<file path="src/hdl/rsc_defines.svh">
// Register offsets, field positions and widths of the capture channel.
// Assumes a 32-bit APB slave with byte addresses on paddr.
`ifndef RSC_DEFINES_SVH
`define RSC_DEFINES_SVH

`define RSC_ADDR_W        8
`define RSC_OFF_CTL       8'h00
`define RSC_OFF_STAT      8'h04
`define RSC_OFF_STOP1     8'h08
`define RSC_OFF_THRLD     8'h0C
`define RSC_OFF_PORTCTL   8'h10
`define RSC_OFF_STRMCTL   8'h14
`define RSC_OFF_PIE       8'h18
`define RSC_OFF_PIS       8'h1C

`define RSC_CTL_EN        0
`define RSC_CTL_MODE_LO   1
`define RSC_CTL_MODE_HI   3
`define RSC_CTL_CON       4
`define RSC_CTL_FRAME     5
`define RSC_CTL_PK_LO     6
`define RSC_CTL_PK_HI     7
`define RSC_CTL_RSYNC     8
`define RSC_CTL_BLK       9
`define RSC_CTL_W         10

`define RSC_STAT_FRAME_COMPLETE_FLAG     30
`define RSC_STOP_V_LO     16
`define RSC_STOP_V_HI     27
`define RSC_PIS_CCMP      0
`define RSC_PIS_COVR      1
`define RSC_MODE_STREAM   3'h2
`define RSC_DATA_W        20
`define RSC_CNT_W         24

`endif

</file>
<file path="src/hdl/rsc_pkg.sv">
// Types shared by the capture channel.
// Assumes nothing beyond the defines header.
`default_nettype none

package rsc_pkg;
    typedef enum logic [1:0] {
        RSC_IDLE = 2'b00,
        RSC_WAIT = 2'b01,
        RSC_CAPT = 2'b10,
        RSC_STOP = 2'b11
    } rsc_state_e;
endpackage : rsc_pkg

`default_nettype wire
</file>
<file path="src/hdl/rsc_capture.sv">
// Raw and stream capture channel with its APB register file.
// Assumes a capture FIFO outside that reports full on this clock and is
// drained by DMA; the capture pins come from another clock domain.
//
// Added by the designer: the register offsets and register access over APB.
`default_nettype none
`include "rsc_defines.svh"

module rsc_capture
    import rsc_pkg::*;
#(
    parameter int DATA_W = `RSC_DATA_W,
    parameter int CNT_W  = `RSC_CNT_W
) (
    // Clock and reset.
    input  wire logic              clk,
    input  wire logic              rst,
    // APB slave.
    input  wire logic              psel,
    input  wire logic              penable,
    input  wire logic              pwrite,
    input  wire logic [31:0]       paddr,
    input  wire logic [31:0]       pwdata,
    output logic      [31:0]       prdata,
    output logic                   pready,
    output logic                   pslverr,
    // Capture pins from the external source.
    input  wire logic              channel_input_clock,
    input  wire logic              capture_qualifier,
    input  wire logic              packet_start_strobe,
    input  wire logic              packet_error,
    input  wire logic [DATA_W-1:0] capture_data,
    input  wire logic              global_capture_enable,
    // Capture FIFO write side.
    input  wire logic              fifo_full,
    output logic                   fifo_wr_valid,
    output logic      [DATA_W-1:0] fifo_wr_data,
    output logic                   fifo_flush,
    // DMA events, interrupt and mode outputs.
    output logic                   luma_dma_event,
    output logic                   channel_a_video_event,
    output logic                   irq,
    output logic      [1:0]        ten_bit_packing,
    output logic                   stream_input_format
);

    ////////////////////////////////////////////////////////////////////////
    // Register file state.

    logic [`RSC_CTL_W-1:0] channel_control_reg;
    logic [11:0]           hstop_reg;
    logic [11:0]           vstop_reg;
    logic [CNT_W-1:0]      threshold_reg;
    logic                  stream_select_reg;
    logic                  stream_format_reg;
    logic                  error_filter_reg;
    logic [1:0]            pie_reg;
    logic [1:0]            pis_reg;
    logic                  frame_complete_flag_reg;
    logic [31:0]           prdata_reg;
    logic                  pready_reg;
    logic                  pslverr_reg;

    logic [7:0] addr;
    logic       wr_acc;
    logic       setup;
    logic       channel_enable_bit;
    logic [2:0] capture_mode_field;
    logic       continuous_select;
    logic       single_frame;
    logic       raw_sync_enable;
    logic       block_capture_bit;
    logic       raw_mode;
    logic       stream_mode;

    assign addr   = paddr[7:0];
    assign setup  = psel && !penable;
    assign wr_acc = psel && penable && pwrite && pready_reg;

    assign channel_enable_bit = channel_control_reg[`RSC_CTL_EN];
    assign capture_mode_field =
        channel_control_reg[`RSC_CTL_MODE_HI:`RSC_CTL_MODE_LO];
    assign continuous_select  = channel_control_reg[`RSC_CTL_CON];
    assign single_frame       = channel_control_reg[`RSC_CTL_FRAME];
    assign raw_sync_enable    = channel_control_reg[`RSC_CTL_RSYNC];
    assign block_capture_bit  = channel_control_reg[`RSC_CTL_BLK];

    assign stream_mode = stream_select_reg &&
                         capture_mode_field == `RSC_MODE_STREAM;
    assign raw_mode    = capture_mode_field[1] && !stream_mode;

    ////////////////////////////////////////////////////////////////////////
    // Synchronisers for the capture pins.

    logic             clk_s1, clk_s2, clk_s3;
    logic             qual_s1, qual_s2;
    logic             pst_s1, pst_s2;
    logic             err_s1, err_s2;
    logic             gen_s1, gen_s2;
    logic [DATA_W-1:0] data_s1, data_s2;
    logic             edge_hit;

    always_ff @(posedge clk) begin
        if (rst) begin
            clk_s1  <= 1'b0;
            clk_s2  <= 1'b0;
            clk_s3  <= 1'b0;
            qual_s1 <= 1'b0;
            qual_s2 <= 1'b0;
            pst_s1  <= 1'b0;
            pst_s2  <= 1'b0;
            err_s1  <= 1'b0;
            err_s2  <= 1'b0;
            gen_s1  <= 1'b0;
            gen_s2  <= 1'b0;
            data_s1 <= '0;
            data_s2 <= '0;
        end else begin
            clk_s1  <= channel_input_clock;
            clk_s2  <= clk_s1;
            clk_s3  <= clk_s2;
            qual_s1 <= capture_qualifier;
            qual_s2 <= qual_s1;
            pst_s1  <= packet_start_strobe;
            pst_s2  <= pst_s1;
            err_s1  <= packet_error;
            err_s2  <= err_s1;
            gen_s1  <= global_capture_enable;
            gen_s2  <= gen_s1;
            data_s1 <= capture_data;
            data_s2 <= data_s1;
        end
    end

    assign edge_hit = clk_s2 && !clk_s3;

    ////////////////////////////////////////////////////////////////////////
    // Capture sequencing.

    rsc_state_e       state_reg;
    rsc_state_e       state_next;
    logic [CNT_W-1:0] count_reg;
    logic [CNT_W-1:0] thr_cnt_reg;
    logic [CNT_W-1:0] block_size;
    logic             sync_seen_reg;
    logic             gate_reg;
    logic             unblock_arm_reg;
    logic             unblock_sync_reg;
    logic             drop_pkt_reg;
    logic             start_ok;
    logic             sample;
    logic             last_sample;
    logic             thr_hit;
    logic             discard;
    logic             frame_complete_flag_clear;
    logic             ovr_set;
    logic             blk_set_pulse;

    assign block_size  = {vstop_reg, hstop_reg};
    assign sample      = edge_hit && qual_s2 && state_reg == RSC_CAPT;
    assign last_sample = sample && count_reg + 1'b1 == block_size;
    assign thr_hit     = sample && threshold_reg != '0 &&
                         thr_cnt_reg + 1'b1 == threshold_reg;
    assign discard     = gate_reg || drop_pkt_reg;
    assign ovr_set     = sample && !discard && fifo_full;
    assign frame_complete_flag_clear  = wr_acc && addr == `RSC_OFF_STAT &&
                         pwdata[`RSC_STAT_FRAME_COMPLETE_FLAG];
    assign blk_set_pulse = wr_acc && addr == `RSC_OFF_CTL &&
                           pwdata[`RSC_CTL_BLK] && !block_capture_bit;

    always_comb begin
        start_ok = 1'b0;
        if (channel_enable_bit && edge_hit && qual_s2) begin
            if (stream_mode) begin
                start_ok = pst_s2;
            end else if (raw_mode) begin
                start_ok = gen_s2 &&
                           (sync_seen_reg || !raw_sync_enable);
            end
        end
    end

    always_comb begin
        state_next = state_reg;
        case (state_reg)
            RSC_IDLE: begin
                if (channel_enable_bit) begin
                    state_next = RSC_WAIT;
                end
            end
            RSC_WAIT: begin
                if (start_ok) begin
                    state_next = RSC_CAPT;
                end
            end
            RSC_CAPT: begin
                if (last_sample) begin
                    if (continuous_select) begin
                        state_next = RSC_WAIT;
                    end else if (single_frame || frame_complete_flag_reg) begin
                        state_next = RSC_STOP;
                    end else begin
                        state_next = RSC_WAIT;
                    end
                end
            end
            RSC_STOP: begin
                if (!frame_complete_flag_reg) begin
                    state_next = RSC_WAIT;
                end
            end
            default: state_next = RSC_IDLE;
        endcase
        if (!channel_enable_bit) begin
            state_next = RSC_IDLE;
        end
    end

    always_ff @(posedge clk) begin
        if (rst) begin
            state_reg <= RSC_IDLE;
        end else begin
            state_reg <= state_next;
        end
    end

    // Sample counters; the data counter runs even while blocked.
    always_ff @(posedge clk) begin
        if (rst) begin
            count_reg   <= '0;
            thr_cnt_reg <= '0;
        end else if (state_reg == RSC_WAIT && start_ok) begin
            count_reg   <= '0;
            thr_cnt_reg <= '0;
        end else if (sample) begin
            count_reg   <= last_sample ? '0 : count_reg + 1'b1;
            thr_cnt_reg <= thr_hit ? '0 : thr_cnt_reg + 1'b1;
        end
    end

    // Raw sync: a qualifier-inactive edge marks a sync period.
    always_ff @(posedge clk) begin
        if (rst) begin
            sync_seen_reg <= 1'b0;
        end else if (state_reg == RSC_STOP || state_reg == RSC_IDLE) begin
            sync_seen_reg <= 1'b0;
        end else if (edge_hit && !qual_s2) begin
            sync_seen_reg <= 1'b1;
        end
    end

    // Block capture gate and its delayed release.
    always_ff @(posedge clk) begin
        if (rst) begin
            gate_reg         <= 1'b0;
            unblock_arm_reg  <= 1'b0;
            unblock_sync_reg <= 1'b0;
        end else if (block_capture_bit) begin
            gate_reg         <= 1'b1;
            unblock_arm_reg  <= 1'b1;
            unblock_sync_reg <= 1'b0;
        end else if (gate_reg && unblock_arm_reg) begin
            if (stream_mode) begin
                if (edge_hit && qual_s2 && pst_s2) begin
                    gate_reg        <= 1'b0;
                    unblock_arm_reg <= 1'b0;
                end
            end else if (!unblock_sync_reg) begin
                if (edge_hit && !qual_s2) begin
                    unblock_sync_reg <= 1'b1;
                end
            end else if (last_sample ||
                         (state_reg == RSC_WAIT && start_ok)) begin
                gate_reg         <= 1'b0;
                unblock_arm_reg  <= 1'b0;
                unblock_sync_reg <= 1'b0;
            end
        end
    end

    // Error packet filter drops a packet flagged at its start.
    always_ff @(posedge clk) begin
        if (rst) begin
            drop_pkt_reg <= 1'b0;
        end else if (stream_mode && edge_hit && qual_s2 && pst_s2 &&
                     (state_reg == RSC_WAIT || last_sample)) begin
            drop_pkt_reg <= error_filter_reg && err_s2;
        end else if (!stream_mode) begin
            drop_pkt_reg <= 1'b0;
        end
    end

    ////////////////////////////////////////////////////////////////////////
    // FIFO write side and DMA events.

    always_ff @(posedge clk) begin
        if (rst) begin
            fifo_wr_valid <= 1'b0;
            fifo_wr_data  <= '0;
            fifo_flush    <= 1'b0;
        end else begin
            fifo_wr_valid <= sample && !discard && !fifo_full;
            fifo_wr_data  <= data_s2;
            fifo_flush    <= blk_set_pulse;
        end
    end

    always_ff @(posedge clk) begin
        if (rst) begin
            luma_dma_event        <= 1'b0;
            channel_a_video_event <= 1'b0;
        end else begin
            luma_dma_event        <= thr_hit && !discard &&
                                     raw_mode;
            channel_a_video_event <= thr_hit && !discard &&
                                     stream_mode;
        end
    end

    ////////////////////////////////////////////////////////////////////////
    // Status flags; a set in the same cycle as a clear wins.

    always_ff @(posedge clk) begin
        if (rst) begin
            frame_complete_flag_reg <= 1'b0;
        end else if (last_sample) begin
            frame_complete_flag_reg <= 1'b1;
        end else if (frame_complete_flag_clear) begin
            frame_complete_flag_reg <= 1'b0;
        end
    end

    always_ff @(posedge clk) begin
        if (rst) begin
            pis_reg <= 2'h0;
        end else begin
            if (last_sample) begin
                pis_reg[`RSC_PIS_CCMP] <= 1'b1;
            end else if (wr_acc && addr == `RSC_OFF_PIS &&
                         pwdata[`RSC_PIS_CCMP]) begin
                pis_reg[`RSC_PIS_CCMP] <= 1'b0;
            end
            if (ovr_set) begin
                pis_reg[`RSC_PIS_COVR] <= 1'b1;
            end else if (wr_acc && addr == `RSC_OFF_PIS &&
                         pwdata[`RSC_PIS_COVR]) begin
                pis_reg[`RSC_PIS_COVR] <= 1'b0;
            end
        end
    end

    always_ff @(posedge clk) begin
        if (rst) begin
            irq <= 1'b0;
        end else begin
            irq <= |(pis_reg & pie_reg);
        end
    end

    ////////////////////////////////////////////////////////////////////////
    // Register writes.

    always_ff @(posedge clk) begin
        if (rst) begin
            channel_control_reg <= '0;
            hstop_reg           <= 12'h000;
            vstop_reg           <= 12'h000;
            threshold_reg       <= '0;
            stream_select_reg   <= 1'b0;
            stream_format_reg   <= 1'b0;
            error_filter_reg    <= 1'b0;
            pie_reg             <= 2'h0;
        end else if (wr_acc) begin
            if (addr == `RSC_OFF_CTL) begin
                channel_control_reg <= pwdata[`RSC_CTL_W-1:0];
            end else if (addr == `RSC_OFF_STOP1) begin
                hstop_reg <= pwdata[11:0];
                vstop_reg <= pwdata[`RSC_STOP_V_HI:`RSC_STOP_V_LO];
            end else if (addr == `RSC_OFF_THRLD) begin
                threshold_reg <= pwdata[CNT_W-1:0];
            end else if (addr == `RSC_OFF_PORTCTL) begin
                stream_select_reg <= pwdata[0];
            end else if (addr == `RSC_OFF_STRMCTL) begin
                stream_format_reg <= pwdata[0];
                error_filter_reg  <= pwdata[1];
            end else if (addr == `RSC_OFF_PIE) begin
                pie_reg <= pwdata[1:0];
            end
        end
    end

    always_ff @(posedge clk) begin
        if (rst) begin
            ten_bit_packing     <= 2'h0;
            stream_input_format <= 1'b0;
        end else begin
            ten_bit_packing     <=
                channel_control_reg[`RSC_CTL_PK_HI:`RSC_CTL_PK_LO];
            stream_input_format <= stream_format_reg;
        end
    end

    ////////////////////////////////////////////////////////////////////////
    // APB read path: data is latched in the setup cycle.

    always_ff @(posedge clk) begin
        if (rst) begin
            prdata_reg  <= 32'h0000_0000;
            pready_reg  <= 1'b0;
            pslverr_reg <= 1'b0;
        end else if (setup) begin
            pready_reg  <= 1'b1;
            pslverr_reg <= 1'b0;
            prdata_reg  <= 32'h0000_0000;
            if (addr[1:0] != 2'h0) begin
                pslverr_reg <= 1'b1;
            end else if (addr == `RSC_OFF_CTL) begin
                prdata_reg[`RSC_CTL_W-1:0] <= channel_control_reg;
            end else if (addr == `RSC_OFF_STAT) begin
                prdata_reg[CNT_W-1:0]         <= count_reg;
                prdata_reg[`RSC_STAT_FRAME_COMPLETE_FLAG]    <= frame_complete_flag_reg;
            end else if (addr == `RSC_OFF_STOP1) begin
                prdata_reg[11:0] <= hstop_reg;
                prdata_reg[`RSC_STOP_V_HI:`RSC_STOP_V_LO] <= vstop_reg;
            end else if (addr == `RSC_OFF_THRLD) begin
                prdata_reg[CNT_W-1:0] <= threshold_reg;
            end else if (addr == `RSC_OFF_PORTCTL) begin
                prdata_reg[0] <= stream_select_reg;
            end else if (addr == `RSC_OFF_STRMCTL) begin
                prdata_reg[1:0] <= {error_filter_reg, stream_format_reg};
            end else if (addr == `RSC_OFF_PIE) begin
                prdata_reg[1:0] <= pie_reg;
            end else if (addr == `RSC_OFF_PIS) begin
                prdata_reg[1:0] <= pis_reg;
            end else begin
                pslverr_reg <= 1'b1;
            end
        end else begin
            pready_reg  <= 1'b0;
            pslverr_reg <= 1'b0;
        end
    end

    assign prdata  = prdata_reg;
    assign pready  = pready_reg;
    assign pslverr = pslverr_reg;

endmodule : rsc_capture

`default_nettype wire

</file>
<file path="config.mk">
export PLATFORM = sky130hd
export DESIGN_NAME = rsc_capture
export DESIGN_NICKNAME = d
export VERILOG_FILES = /design/src/hdl/rsc_pkg.sv /design/src/hdl/rsc_capture.sv
export VERILOG_INCLUDE_DIRS = /design/src /design/src/hdl
export SDC_FILE = /design/constraint.sdc
export NUM_CORES = 1
export LEC_CHECK = 0
export BUFFER_PORTS_ARGS = -buffer_cell sky130_fd_sc_hd__buf_4
export CAP_MARGIN = 20
export CORE_MARGIN = 8
export CORE_UTILIZATION = 54
export CTS_BUF_LIST = sky130_fd_sc_hd__clkbuf_2 sky130_fd_sc_hd__clkbuf_4 sky130_fd_sc_hd__clkbuf_8
export DETAILED_ROUTE_END_ITERATION = 7
export PLACE_DENSITY = 0.87
export SETUP_SLACK_MARGIN = 0.2
export SLEW_MARGIN = 20
export SYNTH_ARGS = -nofsm -noshare
export SYNTH_HDL_FRONTEND = slang
export SYNTH_SLANG_ARGS = --single-unit
</file>
<file path="constraint.sdc">
create_clock -name clk -period 3.15 [get_ports clk]
set_input_delay 0.945 -clock clk [delete_from_list [all_inputs] [get_ports clk]]
set_output_delay 0.945 -clock clk [all_outputs]
set_load 0.05 [all_outputs]
</file>
[After elaboration in Yosys (flattened, before gate mapping)]
Index checks and enable logic that the tools add are counted.
Storage, ports and cells
  logic and storage cells: 204
  RAM bits: 0
  memories: 0
  output and inout port bits: 62
  ROM bits: 0
  latch bits: 0
  input port bits: 95
  register bits after elaboration: 230
Cells by class
  $add $sub $neg: 2
  $lt $le $gt $ge: 0
  divide/modulo/power cells: 0
  reductions and logical operators: 76
  multipliers: 0
  mux-type cells: 57
  eq/ne operators: 18
  bitwise operators: 9
  shifts and indexed selects: 0
Operators by type and width (count)
  $mux W24: 3
  $add A24 B1 Y24 const B: 2
  $eq A24 B24 Y1: 2
  $logic_and A1 B1 Y1: 37
  $mux W1: 35
  $eq A8 B5 Y1 const B: 4
  $mux W28: 1
  $reduce_bool A24 Y1: 1
  $mux W22: 1
  $mux W18: 1
  $mux W2: 9
  $eq A8 B4 Y1 const B: 2
  $mux W12: 1
  $mux W4: 3
  $reduce_or A2 Y1: 6
  $mux W10: 1
  $reduce_bool A2 Y1: 5
  $eq A8 B3 Y1 const B: 1
  $logic_not A1 Y1: 8
  $logic_not A8 Y1: 1
  $mux W8: 1
  $not A1 Y1: 8
  $pmux W2 S4: 1
  $reduce_and A4 Y1: 2
  other kinds (15): 26

[Longest topological paths before layout]
  word-level depth: 14
  gate-level depth with buffers: 12
  gate-level depth less buffers: 10

[Least setup slack after synthesis]
Ideal clock, no wire load.
  path type: in2reg
  start: input paddr[1]
  end: register prdata_reg[23], in the netlist prdata[23]
  setup slack: 0.015 ns
  stages: 9
  data required time: 3.022 ns
  library setup time: 0.128 ns
  arrival: 3.007 ns
  buffers on the path: 2
  cells stage by stage: or2_2 -> or4_1 -> clkbuf_1 -> nor4_2 -> or2_2 -> clkbuf_1 -> nor3_1 -> a22oi_1 -> nor2_1
On the way
  word-level cells in the longest chain between the ends: 6
  elaborated cells between the ends (all ways): 10
  classes of those cells: eq/ne: 3; mux: 5; reduce/logical: 2
RTL lines
  start: declaration: RTL line rsc_capture.sv:22  | input wire logic [31:0] paddr,
  $eq A8 B4 Y1 (no line)
  $mux W22: RTL line rsc_capture.sv:425  | end else if (addr == `RSC_OFF_THRLD) begin
  $mux W8: RTL line rsc_capture.sv:422  | end else if (addr == `RSC_OFF_STOP1) begin
  $mux W24: RTL line rsc_capture.sv:419  | end else if (addr == `RSC_OFF_STAT) begin
  $mux W18: RTL line rsc_capture.sv:417  | end else if (addr == `RSC_OFF_CTL) begin
  $mux W28 (*): RTL line rsc_capture.sv:415  | if (addr[1:0] != 2'h0) begin
  end signal: indexed assignment: RTL line rsc_capture.sv:418  | prdata_reg[`RSC_CTL_W-1:0] <= channel_control_reg;
  end signal: indexed assignment: RTL line rsc_capture.sv:420  | prdata_reg[CNT_W-1:0] <= count_reg;
  end signal: indexed assignment: RTL line rsc_capture.sv:421  | prdata_reg[`RSC_STAT_FRAME_COMPLETE_FLAG] <= frame_complete_flag_reg;
  end: declaration: RTL line rsc_capture.sv:60  | logic [31:0] prdata_reg;
Mark *: on every way between the ends. The rest lies on a longest branch, timed or not.
A chain may end at the register's enable or synchronous reset.

[Worst setup path after layout]
  start: register count_reg[6]
  end: register count_reg[11]
On the way
  word-level cells in the longest chain between the ends: 4
RTL lines
  start: declaration: RTL line rsc_capture.sv:142  | logic [CNT_W-1:0] count_reg;
  start signal: assignment: RTL line rsc_capture.sv:236  | count_reg <= last_sample ? '0 : count_reg + 1'b1;
  $add A24 B1 Y24 (*): RTL line rsc_capture.sv:161, rsc_capture.sv:236
  $eq A24 B24 Y1: RTL line rsc_capture.sv:161  | assign last_sample = sample && count_reg + 1'b1 == block_size;
  $logic_and A1 B1 Y1: RTL line rsc_capture.sv:161
  $mux W24 (*): RTL line rsc_capture.sv:236
Marked as above.

==> results by group <==
Placement
  – Number of port buffers: 126
  – RD Place Congestion: 0.940
  – Post-DP HPWL: 21800 microns

Route
  – M1 wire length: 12600 microns
  – Routed wl met2: 14500 microns
  – DR WL met3: 3130 microns
  – Routed via count: 10195
  – Post-route ant nets: 0
  – First DRT Iteration DRCs: ~1100
  – Vias per inst: 5.93
  – Drt wl/cell: 18.3 microns
  – Drt drc: 0
  – First drt pass iteration count: 5
  – DRT Wirelength: between 30000 and 40000 microns
  – Top layer reached by signal wires: met4

Global routing
  – Pin count of the biggest net entering global routing: 55
  – Remaining Overflow, GRT: 0
  – Vias in the first global route: 9806
  – Initial antenna violation count: 0
  – First-pass GRT wire length: 49500 microns
  – Gr usage total: 24.9%

Synthesis
  – Mapped Cells: 1276
  – Post-synth top area share: 43.4%
  – Ys Warns: 0
  – Post-synth EDFFs: 0
  – Seq/Total Area, Yosys: 43.4%
  – Seq cells post-synth: 230
  – Compound-cell area share of the yosys netlist: 14.2%
  – Top_reg_cell synth: dfxtp_1
  – Syn avg cell area: 8.32 sq um
  – Synth area leaders: dfxtp_1 43%, nand2_1 6.7%, xnor2_1 5.0%, nor2b_1 4.8%, a21oi_1 4.7%
  – Mux share of post-synthesis cell area: ~2.8%
  – Synth Area in XOR/XNOR: 7.18%
  – Async SR Flop Fraction: 0%
  – Largest family of logic cells by synthesized area: simple AND/OR/NAND/NOR gates
  – Cell variety after synth: a little under 70
  – Fraction of the mapped netlist area in adder cells: 0.708%
  – Area leader, netlist: dfxtp_1
  – Mapped Area: 10600 sq um
  – Simple-gate share of the synthesized area: 27.5%

Clocking
  – Clk_lat worst skew: 0.54 ns
  – Clk sinks: 230
  – Max clock buf depth: 3
  – Num CTS Buffers: 38
  – H-tree Lvls: 2
  – Root buffer cell: clkbuf_8
  – CTS tree: built
  – Clk pin slew, worst setup/hold paths: 0.07 ns

Die
  – Total die area: 24400 sq um
  – Die Y: 156 microns
  – Placeable Area: a little under 20000 sq um
  – IO Pins: 157
  – Die Span X: around 160 microns
  – Starting density of the core: 54.7%
  – Row count: 51

Timing
  – Hold Fails Final Rpt: 0
  – Final period util: 93.2%
  – Final Skew: 0.0122 ns
  – Slew @ Worst Pin: 0.801 ns
  – Setup TNS: 0 ns
  – Max Slew Vio Count: 0
  – Maximum clock rate: 340 MHz
  – RSZ-0062 raised after global routing: true
  – Final setup viols: 0
  – Worst slew margin: 46.5%
  – Min cycle time layout: 2.94 ns

Cells and area
  – Share of cells above drive strength 1: a little over a fifth
  – Layout fillers: 1493
  – Final Core Density: 67.6%
  – Register Area: 4610 sq um
  – P&R area growth vs syn: 23.5%
  – Area of the multi-input gates: 5700 sq um
  – Leading cell type in the layout, fill and taps excluded: dfxtp_1
  – Antenna Cells: 0
  – Number of flip-flops in the largest register: 29
  – Post-layout nets: 1527
  – Commonest non-fill, non-tap cells in the layout: 227 x dfxtp_1, 196 x buf_4, 188 x nand2_1, 105 x nor2_1, 99 x a21oi_1

Power
  – Switching power: 1.43 mW
  – Peak supply drop: 0.000338 V
  – Pwr per Cell Area: 482 nW/um^2
  – Switching Fraction: 22.6%
  – Seq pwr share: 47.0%
  – Internal Power: between 4 and 5 mW
  – Leak: 4.87 nW
  – Power share of the clock group: between 40% and 50%
  – Combinational power share: 4.9%

Worst setup path
  – R2r endpoint: count_reg[11]
  – FF-to-FF path depth: 10
  – Crit path kind: reg2reg
  – Critical path launch point type: flip-flop
  – Critical Path Fanout Max: 26
  – Worst EP arrival: 3.33 ns
  – CP Capture Point: count_reg[11]
  – Critical Path RT: 3.55 ns
  – Reg2Reg Setup Slack: 0.21 ns
  – Crit. End Element: flip-flop
  – Worst setup startpoint: count_reg[6]
  – Worst R2R Start: count_reg[6]

Min path
  – Start point of the worst hold path: data_s1[3]
  – Hold Path Depth: 1
  – Hold crit path type: reg2reg

Run
  – Max Cap Violations: 0

Run status
  – Status: completed
==> through the flow <==
| step | std cells | area [sq um] | setup WS [ns] | power [mW] | hold slack [ns] |
|---|---|---|---|---|---|
| 6_report | 1718 | 13100 | 0.213 | 6.32 | 0.435 |
| 5_1_grt | 1718 | 13100 | 0.108 | 6.48 | 0.446 |
| 4_1_cts | 1711 | 13000 | 0.198 | 6.34 | 0.438 |
| 3_5_place_dp | 1644 | 12000 | -0.0390 | 3.33 | 0.423 |
| 3_3_place_gp | 1644 | 12000 | -0.00130 | 3.32 | 0.415 |
| 2_1_floorplan | 1278 | 10600 | 0.162 | 3.20 | 0.414 |
==> timing repair <==
action,4_1_cts,5_1_grt
cloned,0,0
hold buffers,0,0
gates resized for setup,2,21
endpoints found under the setup margin,36,55
pin swaps,0,6
setup buffers,0,7
==> worst max-delay path, cell delays in order, from the launching register on <==
cell and delay (ns):
dfxtp_1 0.36, nand4_1 0.17, buf_4 0.19, or4_1 0.57
xnor2_1 0.24, o211ai_1 0.15, and4bb_2 0.38, nand4_1 0.17
buf_12 0.22, nand2_2 0.23, o32ai_1 0.12
==> worst min path at each step <==
stage | to | slack [ns]
after floorplan | clk_s2 | 0.41
after global routing | data_s2[3] | 0.45
after detailed placement | data_s2[10] | 0.42
after global placement | data_s2[14] | 0.41
after CTS | data_s2[3] | 0.44
final | data_s2[3] | 0.44
==> layer usage <==
layer  vias up  global-route usage [%]
li1       4751                       -
met1      4805                    31.0
met2       538                    40.2
met3       101                    5.84
met4         0                    11.2
met5         -                       0
==> power by group through the flow <==
stage | combinational, mW | clock, mW | sequential, mW
global placement | 0.296 | 0 | 3.03
floorplan | 0.124 | 0 | 3.07
finish | 0.307 | 3.04 | 2.97
detailed placement | 0.302 | 0 | 3.03
global route | 0.325 | 3.18 | 2.97
CTS | 0.305 | 3.07 | 2.97
==> cells in the mapped netlist, types with 3 or more instances <==
cell type	count
dfxtp_1	230
nand2_1	189
nor2_1	107
a21oi_1	100
nor2b_1	82
clkbuf_1	64
xnor2_1	61
nand3_1	40
o21ai_0	30
a22oi_1	29
nand4_1	28
nor3_1	26
xor2_1	26
nor4_1	20
or3_1	20
buf_2	16
mux2i_1	16
inv_1	15
and3_1	12
o211ai_1	12
o22ai_1	12
and4_1	11
a22o_1	10
mux2_2	10
a31oi_1	8
and2_1	7
ha_1	6
nand2b_1	6
o31ai_1	6
or4_1	6
a41oi_1	5
nand3b_1	5
o2111ai_1	5
or2_2	5
a2111oi_0	3
a21o_1	3
buf_1	3
buf_4	3
nand4b_1	3
==> cells by family after synthesis <==
family                     Yosys count
and+or+nand+nor                    582
xor gates and xnor gates            87
DFF                                230
muxes                               27
adders and majority gates            6
AOI/OAI and AO/OA                  238
buffers and inverters              105
other                                1
==> final cells by class <==
| cell class | count | area share (%) |
|---|---|---|
| inverters | 15 | 0.430 |
| repair buffers | 198 | 11.5 |
| clock inverters | 8 | 0.945 |
| well taps | 265 | 2.53 |
| flip-flops and latches | 230 | 35.2 |
| multi-input cells | 943 | 43.5 |
| clock buffers | 59 | 5.91 |
Note: power is estimated with default switching activity, not from simulation.
